[config.mk]
export PLATFORM = sky130hd
export DESIGN_NAME = wiu_wake_line_unit
export DESIGN_NICKNAME = d
export VERILOG_FILES = /design/src/wiu_pkg.sv /design/src/wiu_wake_line_unit.sv
export SDC_FILE = /design/constraint.sdc
export NUM_CORES = 1
export LEC_CHECK = 0
export BUFFER_PORTS_ARGS = -buffer_cell sky130_fd_sc_hd__clkbuf_2
export CAP_MARGIN = 20
export CORE_UTILIZATION = 49
export CTS_CLUSTER_DIAMETER = 60
export CTS_CLUSTER_SIZE = 25
export DETAILED_ROUTE_END_ITERATION = 12
export PLACE_DENSITY_LB_ADDON = 0.08
export SLEW_MARGIN = 15
export SYNTH_ARGS = -nofsm -noshare
export SYNTH_HDL_FRONTEND = slang
export SYNTH_SLANG_ARGS = --single-unit
[constraint.sdc]
create_clock -name sys_clk -period 1.6 [get_ports sys_clk]
set_input_delay 0.32 -clock sys_clk [delete_from_list [all_inputs] [get_ports sys_clk]]
set_output_delay 0.32 -clock sys_clk [all_outputs]
set_load 0.1 [all_outputs]
[src/wiu_pkg.sv]
/*
 * Package for the wake line unit: register offsets, field positions,
 * reset values, stop-sequence states and timing.
 * Assumes a 32-bit AXI4-Lite register bus and a single 50 MHz clock.
 */
package wiu_pkg;
    localparam int          NUM_LINES      = 16;
    localparam int          NUM_EXT_GRP    = 4;
    localparam int          NUM_INT_LINES  = 10;
    localparam int          EXT_SOLO_IDX   = 4;
    localparam int          INT_BASE_IDX   = 5;

    localparam logic [7:0]  OFF_CONTROL    = 8'h00;
    localparam logic [7:0]  OFF_MASK       = 8'h04;
    localparam logic [7:0]  OFF_EDGE       = 8'h08;
    localparam logic [7:0]  OFF_PENDING    = 8'h0C;

    localparam int          BIT_WAKE_MODE  = 0;
    localparam int          BIT_INT_EN     = 1;
    localparam int          BIT_STOP       = 2;

    localparam logic [15:0] RST_CONTROL    = 16'h0000;
    localparam logic [15:0] RST_MASK       = 16'h0000;
    localparam logic [15:0] RST_EDGE       = 16'h0000;
    localparam logic [15:0] RST_PENDING    = 16'h0000;

    localparam int          CLK_PERIOD_NS  = 20;
    localparam int          SEQ_TIMEOUT_CYC = 64;
    localparam logic [6:0]  SEQ_TIMEOUT    = 7'(SEQ_TIMEOUT_CYC);

    localparam logic [1:0]  RESP_OKAY      = 2'h0;
    localparam logic [1:0]  RESP_SLVERR    = 2'h2;

    typedef enum logic [1:0] {
        WIU_SEQ_IDLE,
        WIU_SEQ_ONE,
        WIU_SEQ_ZERO
    } wiu_seq_e;
endpackage : wiu_pkg

[src/wiu_wake_line_unit.sv]
/*
 * Wake line unit: sixteen edge-triggered lines (line 15 has no source), per-line pending, mask
 * and edge-select registers, control word and guarded stop-entry.
 * Assumes an AXI4-Lite master on sys_clk; external lines are async pins,
 * internal lines come from logic on sys_clk.
 */
// The placing of the registers and the AXI4-Lite register port were chosen for this implementation.
`timescale 1ns/10ps
module wiu_wake_line_unit
    import wiu_pkg::*;
(
    // Clock and reset
    input  wire logic        sys_clk,
    input  wire logic        resetn,
    // AXI4-Lite write address
    input  wire logic        s_axi_awvalid,
    output logic             s_axi_awready,
    input  wire logic [7:0]  s_axi_awaddr,
    // AXI4-Lite write data
    input  wire logic        s_axi_wvalid,
    output logic             s_axi_wready,
    input  wire logic [31:0] s_axi_wdata,
    input  wire logic [3:0]  s_axi_wstrb,
    // AXI4-Lite write response
    output logic             s_axi_bvalid,
    input  wire logic        s_axi_bready,
    output logic [1:0]       s_axi_bresp,
    // AXI4-Lite read address
    input  wire logic        s_axi_arvalid,
    output logic             s_axi_arready,
    input  wire logic [7:0]  s_axi_araddr,
    // AXI4-Lite read data
    output logic             s_axi_rvalid,
    input  wire logic        s_axi_rready,
    output logic [31:0]      s_axi_rdata,
    output logic [1:0]       s_axi_rresp,
    // Wake and interrupt lines
    input  wire logic [4:0]  ext_line_pin,
    input  wire logic [9:0]  int_line_sig,
    // Interrupt controller channels
    output logic             controller_channel_zero,
    output logic             controller_channel_one,
    output logic             controller_channel_two,
    // Power control
    output logic             stop_request,
    output logic             wake_event
);
    import wiu_pkg::*;

    ////////////////////////////////////////////////////////////////////////
    // Line synchronisers and edge detect

    logic [4:0]  ext_s1_r, ext_s2_r;
    logic [15:0] line_lvl, line_prev_r, line_edge;
    logic [15:0] line_pending_flags_r, line_pending_flags_nxt;
    logic [15:0] line_request_mask_r, line_request_mask_nxt;
    logic [15:0] line_edge_select_r, line_edge_select_nxt;
    logic        wake_mode_select_r, wake_mode_select_nxt;
    logic        int_en_r, int_en_nxt;
    logic        stop_bit_r, stop_bit_nxt;

    // Pins pass two flops; internal signals are already on sys_clk
    always_ff @(posedge sys_clk) begin
        if (!resetn) begin
            ext_s1_r    <= 5'h00;
            ext_s2_r    <= 5'h00;
            line_prev_r <= 16'h0000;
        end else begin
            ext_s1_r    <= ext_line_pin;
            ext_s2_r    <= ext_s1_r;
            line_prev_r <= line_lvl;
        end
    end

    // Line 15 has no source; a constant 0 never makes an edge
    assign line_lvl = {1'b0, int_line_sig, ext_s2_r};

    genvar gi;
    generate
        for (gi = 0; gi < NUM_LINES; gi++) begin : g_edge
            // 1 selects rising, 0 falling
            assign line_edge[gi] = line_edge_select_r[gi]
                                 ? ( line_lvl[gi] & ~line_prev_r[gi])
                                 : (~line_lvl[gi] &  line_prev_r[gi]);
        end
    endgenerate

    ////////////////////////////////////////////////////////////////////////
    // AXI4-Lite slave

    logic        aw_held_r, aw_held_nxt, w_held_r, w_held_nxt;
    logic [7:0]  aw_addr_r, aw_addr_nxt;
    logic [31:0] w_data_r, w_data_nxt;
    logic [3:0]  w_strb_r, w_strb_nxt;
    logic        bvalid_nxt, rvalid_nxt;
    logic [1:0]  bresp_nxt, rresp_nxt;
    logic [31:0] rdata_nxt;
    logic        bvalid_r, rvalid_r;
    logic [1:0]  bresp_r, rresp_r;
    logic [31:0] rdata_r;
    logic        wr_fire, wr_ctl, wr_mask, wr_edge, wr_pend, wr_hit;
    logic [15:0] wr_val;

    assign s_axi_awready = !aw_held_r && !bvalid_r;
    assign s_axi_wready  = !w_held_r && !bvalid_r;
    assign s_axi_arready = !rvalid_r;
    assign s_axi_bvalid  = bvalid_r;
    assign s_axi_bresp   = bresp_r;
    assign s_axi_rvalid  = rvalid_r;
    assign s_axi_rdata   = rdata_r;
    assign s_axi_rresp   = rresp_r;

    assign wr_fire = aw_held_r && w_held_r;
    assign wr_val  = {w_strb_r[1] ? w_data_r[15:8] : 8'h00,
                      w_strb_r[0] ? w_data_r[7:0]  : 8'h00};
    assign wr_ctl  = wr_fire && (aw_addr_r[7:2] == OFF_CONTROL[7:2]) && w_strb_r[0];
    assign wr_mask = wr_fire && (aw_addr_r[7:2] == OFF_MASK[7:2]);
    assign wr_edge = wr_fire && (aw_addr_r[7:2] == OFF_EDGE[7:2]);
    assign wr_pend = wr_fire && (aw_addr_r[7:2] == OFF_PENDING[7:2]);
    assign wr_hit  = wr_fire && (aw_addr_r[7:2] <= OFF_PENDING[7:2]);

    always_comb begin
        aw_held_nxt = aw_held_r;
        aw_addr_nxt = aw_addr_r;
        w_held_nxt  = w_held_r;
        w_data_nxt  = w_data_r;
        w_strb_nxt  = w_strb_r;
        bvalid_nxt  = bvalid_r;
        bresp_nxt   = bresp_r;
        if (s_axi_awvalid && s_axi_awready) begin
            aw_held_nxt = 1'b1;
            aw_addr_nxt = s_axi_awaddr;
        end
        if (s_axi_wvalid && s_axi_wready) begin
            w_held_nxt = 1'b1;
            w_data_nxt = s_axi_wdata;
            w_strb_nxt = s_axi_wstrb;
        end
        if (wr_fire) begin
            aw_held_nxt = 1'b0;
            w_held_nxt  = 1'b0;
            bvalid_nxt  = 1'b1;
            bresp_nxt   = wr_hit ? RESP_OKAY : RESP_SLVERR;
        end else if (bvalid_r && s_axi_bready) begin
            bvalid_nxt = 1'b0;
        end
    end

    always_comb begin
        rvalid_nxt = rvalid_r;
        rdata_nxt  = rdata_r;
        rresp_nxt  = rresp_r;
        if (s_axi_arvalid && s_axi_arready) begin
            rvalid_nxt = 1'b1;
            rresp_nxt  = RESP_OKAY;
            if (s_axi_araddr[7:2] == OFF_CONTROL[7:2]) begin
                rdata_nxt = {29'h0, stop_bit_r, int_en_r, wake_mode_select_r};
            end else if (s_axi_araddr[7:2] == OFF_MASK[7:2]) begin
                rdata_nxt = {16'h0000, line_request_mask_r};
            end else if (s_axi_araddr[7:2] == OFF_EDGE[7:2]) begin
                rdata_nxt = {16'h0000, line_edge_select_r};
            end else if (s_axi_araddr[7:2] == OFF_PENDING[7:2]) begin
                rdata_nxt = {16'h0000, line_pending_flags_r};
            end else begin
                rdata_nxt = 32'h0000_0000;
                rresp_nxt = RESP_SLVERR;
            end
        end else if (rvalid_r && s_axi_rready) begin
            rvalid_nxt = 1'b0;
        end
    end

    always_ff @(posedge sys_clk) begin
        if (!resetn) begin
            aw_held_r <= 1'b0;
            aw_addr_r <= 8'h00;
            w_held_r  <= 1'b0;
            w_data_r  <= 32'h0000_0000;
            w_strb_r  <= 4'h0;
            bvalid_r  <= 1'b0;
            bresp_r   <= RESP_OKAY;
            rvalid_r  <= 1'b0;
            rdata_r   <= 32'h0000_0000;
            rresp_r   <= RESP_OKAY;
        end else begin
            aw_held_r <= aw_held_nxt;
            aw_addr_r <= aw_addr_nxt;
            w_held_r  <= w_held_nxt;
            w_data_r  <= w_data_nxt;
            w_strb_r  <= w_strb_nxt;
            bvalid_r  <= bvalid_nxt;
            bresp_r   <= bresp_nxt;
            rvalid_r  <= rvalid_nxt;
            rdata_r   <= rdata_nxt;
            rresp_r   <= rresp_nxt;
        end
    end

    ////////////////////////////////////////////////////////////////////////
    // Line registers and request routing

    logic [15:0] req_active;

    always_comb begin
        line_request_mask_nxt = wr_mask ? wr_val : line_request_mask_r;
        line_edge_select_nxt  = wr_edge ? wr_val : line_edge_select_r;
        wake_mode_select_nxt  = wr_ctl ? w_data_r[BIT_WAKE_MODE] : wake_mode_select_r;
        int_en_nxt            = wr_ctl ? w_data_r[BIT_INT_EN] : int_en_r;
        // Write 1 clears; an edge in the same cycle wins
        line_pending_flags_nxt = line_pending_flags_r;
        if (wr_pend) begin
            line_pending_flags_nxt = line_pending_flags_r & ~wr_val;
        end
        // Edges ignored during an edge-select write
        if (!wr_edge) begin
            line_pending_flags_nxt = line_pending_flags_nxt | line_edge;
        end
    end

    always_ff @(posedge sys_clk) begin
        if (!resetn) begin
            line_request_mask_r  <= RST_MASK;
            line_edge_select_r   <= RST_EDGE;
            line_pending_flags_r <= RST_PENDING;
            wake_mode_select_r   <= RST_CONTROL[BIT_WAKE_MODE];
            int_en_r             <= RST_CONTROL[BIT_INT_EN];
        end else begin
            line_request_mask_r  <= line_request_mask_nxt;
            line_edge_select_r   <= line_edge_select_nxt;
            line_pending_flags_r <= line_pending_flags_nxt;
            wake_mode_select_r   <= wake_mode_select_nxt;
            int_en_r             <= int_en_nxt;
        end
    end

    assign req_active = line_pending_flags_r & line_request_mask_r;

    // Channel grouping
    assign controller_channel_zero = int_en_r && |req_active[NUM_EXT_GRP-1:0];
    assign controller_channel_one  = int_en_r && req_active[EXT_SOLO_IDX];
    assign controller_channel_two  = int_en_r && |req_active[NUM_LINES-1:INT_BASE_IDX];

    // Raw masked edge lets the clock controller restart while stopped
    assign wake_event = wake_mode_select_r &&
                        (|req_active || |(line_edge & line_request_mask_r));

    ////////////////////////////////////////////////////////////////////////
    // Stop-entry sequence

    wiu_seq_e   seq_r, seq_nxt;
    logic [6:0] seq_cnt_r, seq_cnt_nxt;
    logic       stop_ok;

    assign stop_ok = wake_mode_select_r && (req_active == 16'h0000)
                   && (line_request_mask_r != 16'h0000);

    always_comb begin
        seq_nxt      = seq_r;
        seq_cnt_nxt  = (seq_r == WIU_SEQ_IDLE) ? 7'h00 : seq_cnt_r + 7'h01;
        stop_bit_nxt = stop_bit_r;
        if (wr_ctl) begin
            // Writes do not restart the timer: 64 cycles bound the whole sequence
            case (seq_r)
                WIU_SEQ_IDLE: begin
                    if (w_data_r[BIT_STOP]) begin
                        seq_nxt      = WIU_SEQ_ONE;
                        stop_bit_nxt = 1'b1;
                    end
                end
                WIU_SEQ_ONE: begin
                    // Second one from here would be a bad pair
                    seq_nxt      = w_data_r[BIT_STOP] ? WIU_SEQ_IDLE : WIU_SEQ_ZERO;
                    stop_bit_nxt = 1'b0;
                end
                WIU_SEQ_ZERO: begin
                    seq_nxt      = WIU_SEQ_IDLE;
                    stop_bit_nxt = w_data_r[BIT_STOP] && stop_ok;
                end
                default: begin
                    seq_nxt = WIU_SEQ_IDLE;
                end
            endcase
        end else if (wr_hit && seq_r != WIU_SEQ_IDLE) begin
            seq_nxt      = WIU_SEQ_IDLE;
            stop_bit_nxt = 1'b0;
        end else if (seq_r != WIU_SEQ_IDLE && seq_cnt_r >= SEQ_TIMEOUT - 7'h01) begin
            seq_nxt      = WIU_SEQ_IDLE;
            stop_bit_nxt = 1'b0;
        end else if (seq_r == WIU_SEQ_IDLE && stop_bit_r && wake_event) begin
            stop_bit_nxt = 1'b0;
        end
    end

    always_ff @(posedge sys_clk) begin
        if (!resetn) begin
            seq_r      <= WIU_SEQ_IDLE;
            seq_cnt_r  <= 7'h00;
            stop_bit_r <= RST_CONTROL[BIT_STOP];
        end else begin
            seq_r      <= seq_nxt;
            seq_cnt_r  <= seq_cnt_nxt;
            stop_bit_r <= stop_bit_nxt;
        end
    end

    // Only a completed sequence raises the request, not the first 1
    assign stop_request = stop_bit_r && (seq_r == WIU_SEQ_IDLE);

    ////////////////////////////////////////////////////////////////////////
    // Assertions

    stop_needs_ok_a: assert property (@(posedge sys_clk) disable iff (!resetn)
        $rose(stop_request) |-> $past(stop_ok)) else $error("stop without conditions");
    seq_timeout_a: assert property (@(posedge sys_clk) disable iff (!resetn)
        seq_cnt_r <= SEQ_TIMEOUT) else $error("sequence timer overrun");
    mask_gate_a: assert property (@(posedge sys_clk) disable iff (!resetn)
        (line_request_mask_r == 16'h0000) |-> !controller_channel_zero
        && !controller_channel_one && !controller_channel_two) else $error("masked request");
    int_en_gate_a: assert property (@(posedge sys_clk) disable iff (!resetn)
        !int_en_r |-> !controller_channel_zero && !controller_channel_one
        && !controller_channel_two)
        else $error("channel without enable");
    pend_sticky_a: assert property (@(posedge sys_clk) disable iff (!resetn)
        !wr_pend |=> (line_pending_flags_r & $past(line_pending_flags_r))
        == $past(line_pending_flags_r)) else $error("pending lost");
    edge_sets_a: assert property (@(posedge sys_clk) disable iff (!resetn)
        (line_edge != 16'h0000 && !wr_edge) |=> (line_pending_flags_r & $past(line_edge))
        == $past(line_edge)) else $error("edge not caught");
    wake_clear_a: assert property (@(posedge sys_clk) disable iff (!resetn)
        (stop_request && wake_event && !wr_hit) |=> !stop_bit_r) else $error("stop held");
    zero_pair_a: assert property (@(posedge sys_clk) disable iff (!resetn)
        (wr_ctl && seq_r == WIU_SEQ_ZERO && !w_data_r[BIT_STOP]) |=> seq_r == WIU_SEQ_IDLE
        && !stop_bit_r) else $error("zero pair kept sequence");
    wake_mode_a: assert property (@(posedge sys_clk) disable iff (!resetn)
        !wake_mode_select_r |-> !wake_event) else $error("wake without mode");

    stop_cov_c:    cover property (@(posedge sys_clk) disable iff (!resetn) $rose(stop_request));
    timeout_cov_c: cover property (@(posedge sys_clk) disable iff (!resetn)
        seq_r != WIU_SEQ_IDLE && seq_cnt_r == SEQ_TIMEOUT - 7'h01);
    irq_cov_c:     cover property (@(posedge sys_clk) disable iff (!resetn)
        controller_channel_two);
endmodule : wiu_wake_line_unit

# After elaboration in Yosys (flattened, before gate mapping)
# Index checks and enable logic that the tools add are counted.
[op_classes]
addsub = 1
magnitude_cmp = 2
n_eq_ne = 10
mux = 45
n_bitwise = 66
n_reduce_logical = 48
[ops]
columns = ["cell", "count"]
rows = [
  ["16-bit two-way mux", 6],
  ["16-bit bitwise AND", 3],
  ["16-bit OR reduction", 2],
  ["1-bit inverter", 31],
  ["1-bit bitwise AND", 30],
  ["1-bit logical AND", 25],
  ["1-bit two-way mux", 25],
  ["6-bit by 2-bit == test with 1-bit output (second input constant)", 4],
  ["2-bit two-way mux", 10],
  ["16-bit logical NOT", 1],
  ["8-bit two-way mux", 2],
  ["16-bit inverter", 1],
  ["16-bit OR", 1],
  ["16-bit nonzero test", 1],
  ["6-bit by 1-bit == test with 1-bit output (second input constant)", 2],
  ["6-bit logical NOT", 2],
  ["11-bit OR reduction", 1],
  ["7-bit by 1-bit adder with 7-bit output (second input constant)", 1],
  ["7-bit by 6-bit >= comparator with 1-bit output (second input constant)", 1],
  ["6-bit by 2-bit <= comparator with 1-bit output (second input constant)", 1],
  ["2-bit nonzero test", 3],
  ["1-bit logical NOT", 4],
  ["4-bit by 1-bit inequality test with 1-bit output (second input constant)", 1],
  ["2-bit case mux with 2 select lines", 1],
  ["other kinds (12)", 13],
]
[word_totals]
ff_bits = 152
input_bits = 74
wordCells = 194

# Depth between registers and ports, before layout
[logic_depth]
word_depth = 12
depth_mapped = 7
depth_no_buf = 6

# Worst setup path before layout
# Ideal clock, no wire load.
[synth_path]
path_type = "reg-to-reg"
from = "register bvalid_r (netlist: s_axi_bvalid)"
to = "register w_data_r[0]"
setup_time_ns = 0.071
t_arrival_ns = 3.094
path_slack_ns = -1.565
stages_incl_launch_ff = 7
path_buffers = 2
period_less_slack_ns = 3.165
path_cell_list = "dfxtp_1 > nor2_1 > and2_1 > clkbuf_1 > clkbuf_1 > nand2_1 > a21oi_1"
[synth_between]
elab_chain_cells = 3
[synth_rtl]
columns = ["item", "line", "source"]
rows = [
  ["from (decl)", "wiu_wake_line_unit.sv:98", "logic bvalid_r, rvalid_r;"],
  ["from (signal assigned)", "wiu_wake_line_unit.sv:191", "bvalid_r <= bvalid_nxt;"],
  ["1-bit logical NOT", "wiu_wake_line_unit.sv:105", "assign s_axi_wready = !w_held_r && !bvalid_r;"],
  ["1-bit logical AND", "wiu_wake_line_unit.sv:105", ""],
  ["net s_axi_wready", "wiu_wake_line_unit.sv:21", "output logic s_axi_wready,"],
  ["1-bit logical AND", "wiu_wake_line_unit.sv:134", "if (s_axi_wvalid && s_axi_wready) begin"],
  ["to (signal assigned)", "wiu_wake_line_unit.sv:189", "w_data_r <= w_data_nxt;"],
  ["to (decl)", "wiu_wake_line_unit.sv:93", "logic [31:0] w_data_r, w_data_nxt;"],
]
# The timed path passes the listed nets, and every way through them passes these cells.
# A chain may end at the register's enable or synchronous reset.

# Worst setup path in the final report
[layout_path]
from = "register line_edge_select_r[6]"
to = "output port wake_event"
[layout_between]
elab_chain_cells = 5
[layout_rtl]
columns = ["item", "line", "source"]
rows = [
  ["from (decl)", "wiu_wake_line_unit.sv:57", "logic [15:0] line_edge_select_r, line_edge_select_nxt;"],
  ["from (signal assigned)", "wiu_wake_line_unit.sv:229", "line_edge_select_r <= line_edge_select_nxt;"],
  ["1-bit two-way mux", "wiu_wake_line_unit.sv:83", "? ( line_lvl[gi] & ~line_prev_r[gi])"],
  ["16-bit bitwise AND", "wiu_wake_line_unit.sv:245", "(|req_active || |(line_edge & line_request_mask_r));"],
  ["16-bit OR reduction", "wiu_wake_line_unit.sv:245", ""],
  ["1-bit logical OR", "wiu_wake_line_unit.sv:245", ""],
  ["1-bit logical AND", "wiu_wake_line_unit.sv:244", "assign wake_event = wake_mode_select_r &&"],
  ["to (decl)", "wiu_wake_line_unit.sv:46", "output logic wake_event"],
]
# No other way between the ends.

==> impl_metrics.ini <==
[timing]
setup_tns_ns = -20.44
max_slew_margin_pct = 55.3
drv_slew = 0
skew_ns = 0.00741
max_freq_ghz = 0.385
final.period_utilization_pct = 162
finalWorstSetupSlack_ns = -0.994
min_period_ns = 2.59
worst_pin_slew_ns = 0.663
grt_setup_unrepaired = true
final-hold-violation-count = 0
setup_viol = 56

[detailed_routing]
vias = 6004
dr.pass1.iters = 5
wl_per_cell_um = 19.0
dr.first_iter.drc_count = 578
wl_um = 19600
ant_nets = 0
viasPerCell = 5.80
drc = 0

[power_and_ir_drop]
p_seq_share_pct = 39.7
p_sw_share_pct = 25.9
power_frac_comb_pct = 11.5
cellPowerDensity_nw_per_um2 = 977
clockPowerShare_pct = 48.8
p_switching_w = 0.00225
peakVddDrop_uv = 962
internal_power_w = 0.00643
p_leak_nw = 3.49
p_total_w = 0.00868

[die]
fp.dieW_um = 110
initial_core_util_pct = 50.2
die_area_sq_um = 12100
io_pins = 120
rows = 39
core_sq_um = 11400
dieHeight_um = 110

[finish]
n_fill_cell = 748
seq_area_sq_um = 2650
area_delta_synth_final_pct = 55.6
fin_nets = 954
final_area_sq_um = 8890
multi_input_area_sq_um = 3600
layout.cells.non_filler = 1035
num_antenna_cells = 0
drive_above_1_share_pct = 44.1

[min_path]
hold_class = in2reg
min_path_cells = 2

[placement]
dpl_worst_slack_ns = -0.745
dp_cells = 977
dpl.hpwl_um = 11600
numPortBuffers = 79
place_congestion = 0.912
placed_area_sq_um = 7200

[clocking]
clock_path_buffers = 2
h-tree-depth = 4
numCtsBuffers = 17
clockRootBuffer = clkbuf_16
cts.sinks = 131
postCtsHoldBufs = 0
clk_pin_slew_ns = 0.06
clock_latency_ns = 0.43
cts_tree = built

[grt]
grt_overflow = 0
grt_usage_pct = 33.5
antenna_found_initial = 0
globalRouteMet2Util_pct = 54.1
grt_max_degree = 30
grt_pass1_vias = 5794
grt_pass1_wl_um = 29700
grtUsageMet3_pct = 8.77
busiest_layer = met2
use_met1_pct = 40.9

[yosys]
async_reset_ff_share_pct = 0
synth_flop_cell = dfxtp_1
syn_area_sq_um = 5710
avgSynthCellArea_sq_um = 8.17
yosys_warnings = 0
synth_top_area_share_pct = 45.9
synth_top_cell_by_area = dfxtp_1
ys_ff_latch = 131
synth_top_cells_by_count = dfxtp_1 (131), nand2_1 (110), a21oi_1 (106)
yosys.cell_count.top_type = dfxtp_1
yosysSeqAreaShare_pct = 45.9
syn-instance-count = 699
synth_cell_types = 60
synth-edff-count = 0
synthTopCellsByArea = dfxtp_1 (46%), a21oi_1 (9.3%), nand2_1 (7.2%), nor2_1 (6.9%), and2_1 (3.3%)

[job]
cap_violations = 0

[worst_setup_path]
cp.required_ns = 1.28
crit_type = reg2out
critPathMaxFanout = 3
cp_data_arrival_time_ns = 2.27
reg2regPathDepth = 10
endpoint_kind = output pin
cp-start-kind = flip-flop

[outcome]
status = finished, violations left
violations = setup timing
-- logic make-up (layout without fill, tap and decap cells) --
kind of cell,count (synthesis),count (layout),share of synthesized area (%)
AO/OA/AOI/OAI,181,181,19.1
other,1,18,0.0657
multiplexers,11,11,1.95
adder cells (fa/ha/maj),1,1,0.219
flip-flops,131,131,45.9
buffers and inverters,61,237,5.94
XOR/XNOR,4,4,0.613
AND/OR/NAND/NOR,309,309,26.2
-- repair_timing --
item,4_1_cts,5_1_grt
gates cloned,11,0
buffers inserted,17,2
endpoints found under the setup margin,61,74
resized for setup,131,57
pin swaps,51,24
-- through the flow --
step / hold slack, ns / utilization [%]
detailed placement: 0.419 / 63.4
CTS: 0.0596 / 76.9
floorplan: 0.409 / -
finish: 0.0719 / 78.2
global route: 0.0834 / 78.2
global placement: 0.421 / 63.4
-- power groups by stage --
| stage | clock [W] | combinational (W) | sequential [W] |
|---|---|---|---|
| 5_1_grt | 0.00441 | 0.00105 | 0.00345 |
| 2_1_floorplan | 0 | 0.000621 | 0.00355 |
| 6_report | 0.00424 | 0.000997 | 0.00345 |
| 3_3_place_gp | 0 | 0.000880 | 0.00350 |
| 4_1_cts | 0.00426 | 0.000964 | 0.00344 |
| 3_5_place_dp | 0 | 0.000896 | 0.00351 |
-- state kept, by name, indices dropped and copies added (netlist names), 5 cells and up --
| register | count |
|---|---|
| ext_s2_r | 5 |
| line_edge_select_r | 16 |
| line_request_mask_r | 16 |
| aw_addr_r | 6 |
| seq_cnt_r | 7 |
| w_data_r | 16 |
| line_pending_flags_r | 16 |
| line_prev_r | 15 |
| s_axi_rdata | 16 |
| ext_s1_r | 5 |
-- worst paths after layout --
check                                             end  slack [ns]                   from
worst max-delay path                       wake_event       -0.99  line_edge_select_r[6]
worst min-delay path                     s_axi_rvalid        0.07           s_axi_rready
worst max register to register  line_edge_select_r[9]       -0.44           aw_addr_r[7]
worst min register to register            ext_s2_r[1]        0.43            ext_s1_r[1]
-- critical path, cell delays in order (launching register included) --
cell and delay [ns]:
dfxtp_1 0.37, nand2_1 0.06, o22ai_1 0.51, a22oi_1 0.18, and3_1 0.30, a31oi_4 0.21, buf_12 0.20
-- cell type report --
cell class                      instances  share of cell area, %
Timing Repair Buffer                  197                   20.0
Inverter                                8                  0.380
Sequential cell                       131                   29.8
Tap cell                              143                   2.01
Clock buffer                           21                   5.31
Multi-Input combinational cell        524                   40.6
Clock inverter                         11                   1.94
-- placed cells by master (no fill, tap or decap), drive strengths merged, types with 10 or more instances in the layout --
cell    synthesis  final
nor2          106    106
mux2i          10     10
o221ai         14     14
buf            28    132
nand2         110    110
o21ai          15     15
o31ai          15     15
conb            1     18
and2           30     30
clkbuf         25     86
o22ai          10     10
dfxtp         131    131
a21oi         106    106
nand2b         19     19
-- routing by layer --
layer,vias to the layer above,wire [um]
met3,72,1580
met5,-,0
met2,317,9230
met4,0,668
li1,2767,-
met1,2848,8160
Power figures use the tool's default switching activity.
